$ cat config.mk
export PLATFORM = sky130hd
export DESIGN_NAME = register_preload_powerup_reset
export DESIGN_NICKNAME = d
export VERILOG_FILES = /design/src/rtl/preload_pkg.sv /design/src/rtl/register_preload_powerup_reset.sv
export SDC_FILE = /design/constraint.sdc
export NUM_CORES = 1
export LEC_CHECK = 0
export BUFFER_PORTS_ARGS = -buffer_cell sky130_fd_sc_hd__buf_2
export CORE_MARGIN = 3
export CORE_UTILIZATION = 40
export CTS_CLUSTER_SIZE = 8
export DETAILED_ROUTE_END_ITERATION = 7
export GPL_ROUTABILITY_DRIVEN = 0
export PLACE_DENSITY_LB_ADDON = 0.1
export SYNTH_ARGS = -nofsm -noshare
export SYNTH_HDL_FRONTEND = slang
export SYNTH_SLANG_ARGS = --single-unit
$ cat constraint.sdc
create_clock -name mclk -period 1.25 [get_ports mclk]
set_input_delay 0.0625 -clock mclk [delete_from_list [all_inputs] [get_ports mclk]]
set_output_delay 0.0625 -clock mclk [all_outputs]
set_load 0.1 [all_outputs]
$ cat src/rtl/preload_pkg.sv
// Constants and types shared by the register preload and power-up reset logic
package preload_pkg;

	// ------------------------------------------------------------
	// Geometry
	// ------------------------------------------------------------
	localparam int REG_COUNT = 10;

	// ------------------------------------------------------------
	// Timing
	// ------------------------------------------------------------
	localparam int CLK_PERIOD_NS          = 100;
	localparam int POWER_UP_RESET_TIME_NS = 600;
	localparam int POWER_UP_RESET_MAX_NS  = 1000;
	// Least time, so rounded up to whole cycles, never below one
	localparam int POR_CYCLES_RAW = (POWER_UP_RESET_TIME_NS + CLK_PERIOD_NS - 1) / CLK_PERIOD_NS;
	localparam int POR_CYCLES     = (POR_CYCLES_RAW < 1) ? 1 : POR_CYCLES_RAW;
	// Counter sized for the longest interval
	localparam int POR_CNT_W      = $clog2(POWER_UP_RESET_MAX_NS / CLK_PERIOD_NS + 1);

	// ------------------------------------------------------------
	// Reset values
	// ------------------------------------------------------------
	localparam logic REG_RESET_VALUE = 1'b0;

	// ------------------------------------------------------------
	// Types
	// ------------------------------------------------------------
	typedef enum logic [1:0]
	{
		MODE_POR = 2'b00,
		MODE_ARM = 2'b01,
		MODE_RUN = 2'b10
	} mode_t;

	typedef struct packed
	{
		logic por_busy;
		logic armed;
		logic preload_active;
		logic load_strobe;
	} status_t;

	localparam status_t STATUS_RESET = '{por_busy: 1'b1, armed: 1'b0, preload_active: 1'b0, load_strobe: 1'b0};

endpackage : preload_pkg

$ cat src/rtl/register_preload_powerup_reset.sv
// Output registers with power-up clear, polarity buffers and supervoltage preload
`timescale 1ns/1ns

module register_preload_powerup_reset #(
	parameter int N         = preload_pkg::REG_COUNT,
	parameter int POR_COUNT = preload_pkg::POR_CYCLES
)(
	// Clock and reset (reset stands for supply below threshold)
	input  wire logic                    mclk,
	input  wire logic                    srst,
	// Device clock pin and preload select
	input  wire logic                    dev_clk_pin,
	input  wire logic                    preload_hv,
	// Array results and per-cell configuration
	input  wire logic [N-1:0]            term_in,
	input  wire logic [N-1:0]            output_polarity_bit,
	input  wire logic [N-1:0]            drive_en,
	// Registered I/O pins
	input  wire logic [N-1:0]            pin_in,
	output logic      [N-1:0]            pin_out_q,
	output logic      [N-1:0]            pin_oe_q,
	// Register feedback and status
	output logic      [N-1:0]            feedback_q,
	output preload_pkg::status_t         status_q
);

	// ------------------------------------------------------------
	// Helpers
	// ------------------------------------------------------------
	function automatic logic [N-1:0] apply_polarity(input logic [N-1:0] value, input logic [N-1:0] pol);
		// Polarity bit high passes the register straight, low inverts it
		apply_polarity = value ^ ~pol;
	endfunction : apply_polarity

	// ------------------------------------------------------------
	// Declarations
	// ------------------------------------------------------------
	preload_pkg::mode_t                  mode_q;
	preload_pkg::mode_t                  mode_d;
	logic [preload_pkg::POR_CNT_W-1:0]   por_cnt_q;
	logic                                clk_pin_q;
	logic                                clk_rise;
	logic                                por_done;
	logic                                preload_sel;
	logic [N-1:0]                        cell_q;
	logic [N-1:0]                        cell_d;
	logic                                load_now;

	// ------------------------------------------------------------
	// Clock pin edge detect
	// ------------------------------------------------------------
	always_ff @(posedge mclk)
	begin
		if (srst)
		begin
			clk_pin_q <= 1'b0;
		end
		else
		begin
			clk_pin_q <= dev_clk_pin;
		end
	end

	assign clk_rise    = dev_clk_pin & ~clk_pin_q;
	assign preload_sel = preload_hv;
	assign por_done    = (por_cnt_q == preload_pkg::POR_CNT_W'(POR_COUNT - 1));

	// ------------------------------------------------------------
	// Power-up interval counter
	// ------------------------------------------------------------
	always_ff @(posedge mclk)
	begin
		if (srst)
		begin
			por_cnt_q <= '0;
		end
		else if (mode_q == preload_pkg::MODE_POR && !por_done)
		begin
			por_cnt_q <= por_cnt_q + 1'b1;
		end
	end

	// ------------------------------------------------------------
	// Mode sequencing
	// ------------------------------------------------------------
	always_comb
	begin
		mode_d = mode_q;
		unique case (mode_q)
			preload_pkg::MODE_POR:
			begin
				// Clock is ignored for the whole interval
				if (por_done)
				begin
					mode_d = preload_pkg::MODE_ARM;
				end
			end
			preload_pkg::MODE_ARM:
			begin
				// A pin left high across reset would fake an edge; wait for low first
				if (!dev_clk_pin)
				begin
					mode_d = preload_pkg::MODE_RUN;
				end
			end
			preload_pkg::MODE_RUN:
			begin
				mode_d = preload_pkg::MODE_RUN;
			end
			default:
			begin
				mode_d = preload_pkg::MODE_POR;
			end
		endcase
	end

	always_ff @(posedge mclk)
	begin
		if (srst)
		begin
			mode_q <= preload_pkg::MODE_POR;
		end
		else
		begin
			mode_q <= mode_d;
		end
	end

	// ------------------------------------------------------------
	// Register cells
	// ------------------------------------------------------------
	assign load_now = (mode_q == preload_pkg::MODE_RUN) && clk_rise;

	always_comb
	begin
		cell_d = cell_q;
		if (mode_q == preload_pkg::MODE_POR)
		begin
			cell_d = {N{preload_pkg::REG_RESET_VALUE}};
		end
		else if (load_now && preload_sel)
		begin
			// Pin level taken as is; polarity plays no part here
			cell_d = pin_in;
		end
		else if (load_now)
		begin
			cell_d = term_in;
		end
	end

	always_ff @(posedge mclk)
	begin
		if (srst)
		begin
			cell_q <= {N{preload_pkg::REG_RESET_VALUE}};
		end
		else
		begin
			cell_q <= cell_d;
		end
	end

	// ------------------------------------------------------------
	// Output buffers
	// ------------------------------------------------------------
	always_ff @(posedge mclk)
	begin
		if (srst)
		begin
			pin_out_q <= apply_polarity({N{preload_pkg::REG_RESET_VALUE}}, {N{1'b1}});
			pin_oe_q  <= '0;
		end
		else
		begin
			// Driven from the next value so pins track the cells without lag
			pin_out_q <= apply_polarity(cell_d, output_polarity_bit);
			// Tester owns the pins while preload is selected
			pin_oe_q  <= preload_sel ? '0 : drive_en;
		end
	end

	always_ff @(posedge mclk)
	begin
		if (srst)
		begin
			feedback_q <= {N{preload_pkg::REG_RESET_VALUE}};
		end
		else
		begin
			feedback_q <= cell_d;
		end
	end

	// ------------------------------------------------------------
	// Status
	// ------------------------------------------------------------
	always_ff @(posedge mclk)
	begin
		if (srst)
		begin
			status_q <= preload_pkg::STATUS_RESET;
		end
		else
		begin
			status_q.por_busy       <= (mode_d == preload_pkg::MODE_POR);
			status_q.armed          <= (mode_d == preload_pkg::MODE_RUN);
			status_q.preload_active <= preload_sel;
			status_q.load_strobe    <= load_now;
		end
	end

endmodule : register_preload_powerup_reset

# Word level (Yosys, flattened, before mapping)
# Index checks and enable logic that the tools add are counted.
dict set report op_classes {
  muxes 6
  n_reduce_logical 7
  add_sub_neg 1
  eq_ne 4
  bitwise 4
}
# op count
set ops {}
lappend ops {{$mux W10} 3}
lappend ops {{$not A10 Y10} 1}
lappend ops {{$xor A10 B10 Y10} 1}
lappend ops {{$pmux W2 S3} 1}
lappend ops {{$add A4 B1 Y4 const B} 1}
lappend ops {{$eq A2 B2 Y1 const B} 2}
lappend ops {{$eq A4 B3 Y1 const B} 1}
lappend ops {{$logic_not A2 Y1} 2}
lappend ops {{$mux W2} 2}
lappend ops {{$logic_and A1 B1 Y1} 3}
lappend ops {{$eq A2 B1 Y1 const B} 1}
lappend ops {{$reduce_or A2 Y1} 1}
lappend ops {{$and A1 B1 Y1} 1}
lappend ops {{$logic_not A1 Y1} 1}
lappend ops {{$not A1 Y1} 1}
dict set report word_totals {
  out_inout_bits 34
  regBits 41
  elab_cells 32
}

# Longest topological paths before layout
dict set report depth {
  depth_word 7
  depth_mapped 6
  mapped_depth_nobuf 6
}

# Worst setup path after synthesis
# Ideal clock, no wire load.
dict set report synth_timing {
  path_type {reg2reg}
  startpoint {reg feedback_q[0] (netlist name)}
  endpoint {reg pin_out_q[0]}
  n_path_buf 0
  setup_ns 0.136
  path_stages_with_launch 4
  required_time_ns 1.114
  synth_period_minus_slack_ns 1.564
  t_arrival_ns 1.428
  slack_ns -0.314
  cell_sequence {dfxtp_1 -> mux2i_1 -> nor3_1 -> nor3_2}
}
# element line
set synth_rtl {}
lappend synth_rtl {{end signal, assigned} register_preload_powerup_reset.sv:171} ;# pin_out_q <= apply_polarity({N{preload_pkg::REG_RESET_VALUE}}, {N{1'b1}});
lappend synth_rtl {{end signal, assigned} register_preload_powerup_reset.sv:177} ;# pin_out_q <= apply_polarity(cell_d, output_polarity_bit);
lappend synth_rtl {{end, declared} register_preload_powerup_reset.sv:20} ;# output logic [N-1:0] pin_out_q,

# Final worst setup path
dict set report layout_timing {
  startpoint {reg clk_pin_q}
  endpoint {reg pin_out_q[5]}
}
dict set report layout_via {
  elab_chain_cells 7
  word_cells_on_any_way 8
}
# element line
set layout_lines {}
lappend layout_lines {{start, declared} register_preload_powerup_reset.sv:41} ;# logic clk_pin_q;
lappend layout_lines {{start signal, assigned} register_preload_powerup_reset.sv:60} ;# clk_pin_q <= dev_clk_pin;
lappend layout_lines {{$not A1 Y1 (*)} register_preload_powerup_reset.sv:64} ;# assign clk_rise = dev_clk_pin & ~clk_pin_q;
lappend layout_lines {{$and A1 B1 Y1 (*)} register_preload_powerup_reset.sv:64}
lappend layout_lines {{$logic_and A1 B1 Y1 (*)} register_preload_powerup_reset.sv:132} ;# assign load_now = (mode_q == preload_pkg::MODE_RUN) && clk_rise;
lappend layout_lines {{$mux W10 / $logic_and A1 B1 Y1 (equally long branches)} {register_preload_powerup_reset.sv:146, register_preload_powerup_reset.sv:141}}
lappend layout_lines {{$mux W10 (*)} register_preload_powerup_reset.sv:141} ;# else if (load_now && preload_sel)
lappend layout_lines {{$mux W10 (*)} register_preload_powerup_reset.sv:137} ;# if (mode_q == preload_pkg::MODE_POR)
lappend layout_lines {{$xor A10 B10 Y10 (*)} register_preload_powerup_reset.sv:32} ;# apply_polarity = value ^ ~pol;
# Every way passes the cells marked *; elsewhere a longest branch is shown, timed or not.
# A chain may end at the register's enable or synchronous reset.

==> impl_metrics.yaml <==
global_routing:
  antenna_found_initial: 0
  grt_usage_pct: 17.6
  grt_overflow: 0
  grt_pass1_wl_um: 6800
  grt_pass1_vias: 1454
  grt_max_degree: 14
timing:
  post-route-worst-setup-slack_ps: -147
  period_needed_ps: 1400
  grt_setup_unrepaired: "true"
  relSlewSlack_pct: 66.9
  fmax_ghz: 0.716
  worst_pin_slew_ps: 500
  whs_ps: 56.3
  setup_viol: 18
  slew_viol_final: 0
  fin_crit_sh_pct: 112
  skew_ps: 1.93
  hold_violations: 0
  finalSetupTns_ps: -1900
drt:
  drt-pass1-iter-count: 3
  drc_errors: 0
  via_count: 1460
  wire_per_inst_um: 13.5
  dr.first_iter.drc_count: 30
  via_per_inst: 4.79
  wl_um: 4120
  drt.antenna.violating_nets: 0
clock_network:
  cts-htree-levels: 2
  root_buffer: "clkbuf_8"
  path_clk_slew_ps: 80
  clkLatencyLatePin_ps: 290
  cts_buffers: 5
  cts_sinks: 41
  clock_path_buffers: 2
  cts_tree: "yes"
place:
  io_buffers: 77
  place_area_mm2: 0.00211
  dp_hpwl_um: 2770
  dp_slack_ps: -183
  place_inst: 279
finish:
  drive_above_1_share_pct: 63.4
  area_growth_pct: 60.8
  final_cell_count_no_fill: 305
  mostFrequentLayoutCells: "77 x buf_2, 26 x dfxtp_1, 15 x dfxtp_2"
  layout_commonest_cell: "buf_2"
  stdcell_area_mm2: 0.00256
  final_util_pct: 68.4
  antenna_cells: 0
  final_nets: 302
worst_setup_path:
  path_max_fanout: 6
  crit_buf_inv: 1
  critPathArrivalTime_ps: 1580
  r2r_slack_ps: -150
  critPathKind: "register to register"
  slowest_stage: "and4bb_4"
  rr_endpoint: "pin_out_q[5]$_SDFF_PP0_"
  worst_setup_path_end_kind: "register"
  worst_setup_path_start_kind: "register"
  rr_startpoint: "clk_pin_q$_SDFF_PP0_"
  crit_start: "clk_pin_q$_SDFF_PP0_"
  required_ps: 1430
  crit_chain: "and4bb_4 -> buf_12 -> mux2i_4 -> o21a_1 -> nor3_2"
  ff2ff_path_depth: 5
  cpPeakStageDelay_ps: 340
  path_delay_family: "simple AND/OR/NAND/NOR gates"
die:
  coreArea_mm2: 0.00374
  die_width_um: 69.1
  pin_count: 78
  fp-row-count: 22
  dieArea_mm2: 0.00478
  die_h_um: 69.1
  start_util_pct: 42.6
synth:
  synth-adder-area-share_pct: 1.57
  synth_cell_types: 25
  syn-num-nets: 195
  ys_seq_elements: 41
  synth_xor_area_share_pct: 1.65
  synthesis.area_mm2: 0.00159
  syn_inst: 149
  seq_area_frac_synth_pct: 51.5
  synth.yosys.warnings: 0
  synthMuxAreaShare_pct: 14.0
  syn_area_per_cell_um2: 10.7
  synth_top_family_by_area: "simple AND/OR/NAND/NOR gates"
  synth-compound-area-share_pct: 6.04
  synth-simple-area-share_pct: 22.5
hold_path:
  min_path_type: "primary input to register"
  holdCritStartpoint: "output_polarity_bit[0]"
  holdPathStages: 3
  holdPathEnd: "pin_out_q[0]$_SDFF_PP0_"
status:
  violations: "setup timing"
  status: "finished, violations left"
run:
  cap_viol_max_count: 0
power_and_ir_drop:
  power_mw: 2.86
  p_leak_nw: 1.11
  ir_drop_uv: 866
  p_per_area_mw_per_mm2: 1120
cell families after synthesis:
group           after synthesis
compound gates               13
xor+xnor                      3
fa+ha+maj                     2
buf+inv                       8
flops                        41
mux                          21
simple gates                 61
worst register-to-register path, delay by kind of cell, from the launching register on:
kind            cells  cell delay, ps
buf+inv             1             160
compound gates      1             160
mux                 1             270
flops               1             330
simple gates        2             380
synthesized netlist by cell type:
| library cell | count | share of area [%] |
|---|---|---|
| a211o_1 | 1 | 0.55 |
| a211oi_1 | 1 | 0.47 |
| a21oi_1 | 1 | 0.31 |
| and2_1 | 11 | 4.3 |
| and3_1 | 1 | 0.39 |
| and4bb_4 | 1 | 1.0 |
| buf_1 | 2 | 0.47 |
| buf_2 | 2 | 0.63 |
| buf_8 | 1 | 0.94 |
| clkbuf_1 | 2 | 0.47 |
| dfxtp_1 | 41 | 51 |
| ha_1 | 2 | 1.6 |
| inv_1 | 1 | 0.24 |
| mux2_2 | 10 | 7.1 |
| mux2i_1 | 11 | 6.9 |
| nand3_1 | 2 | 0.63 |
| nand3b_1 | 1 | 0.47 |
| nor2_1 | 20 | 4.7 |
| nor2b_1 | 3 | 1.2 |
| nor3_1 | 12 | 3.8 |
| nor3_2 | 9 | 5.7 |
| o21a_1 | 10 | 4.7 |
| or2_2 | 1 | 0.39 |
| xnor2_1 | 1 | 0.55 |
| xor2_1 | 2 | 1.1 |
area by class of cell:
| type | instances | area [um2] |
|---|---|---|
| Timing Repair Buffer | 106 | 663 |
| Multi-Input combinational cell | 101 | 910 |
| Sequential cell | 41 | 840 |
| Fill cell | 312 | 1180 |
| Clock buffer | 5 | 68.8 |
| Tap cell | 48 | 60.1 |
| Inverter | 1 | 3.75 |
| Clock inverter | 3 | 17.5 |
layer usage:
layer | up-vias | GRT usage [%] | part of all wire, %
met5 | - | 0 | 0
met1 | 683 | 20.1 | 41
met4 | 0 | 5.21 | 1.4
li1 | 726 | - | -
met3 | 7 | 6.41 | 6.2
met2 | 44 | 30.6 | 51
power breakdown:
part / switching (mW) / internal [mW]
clock network: 0.462 / 0.385
registers: 0.0257 / 1.36
logic: 0.410 / 0.214
sequential cells by signal, summed over array words and instances (netlist names):
name and cells:
clk_pin_q 1, feedback_q 10, mode_q 2, pin_oe_q 10, pin_out_q 10, por_cnt_q 4, status_q 4
what timing repair did:
item / in CTS / in global routing
buffers inserted: 5 / 2
resized for setup: 23 / 18
cloned: 1 / 0
pin swaps: 4 / 5
hold buffers: 10 / 0
endpoints found under the setup margin: 23 / 24
endpoints found under the hold margin: 10 / 0
worst max-delay path by stage:
stage | end | slack [ps] | depth (start not counted)
5_1_grt | pin_out_q[8]$_SDFF_PP0_ | -200 | 5
2_1_floorplan | pin_out_q[2]$_SDFF_PP0_ | -100 | 5
3_3_place_gp | pin_out_q[0]$_SDFF_PP0_ | -140 | 4
6_report | pin_out_q[5]$_SDFF_PP0_ | -150 | 5
3_5_place_dp | pin_out_q[8]$_SDFF_PP0_ | -180 | 4
4_1_cts | pin_out_q[8]$_SDFF_PP0_ | -130 | 5
Power figures use the tool's default switching activity.
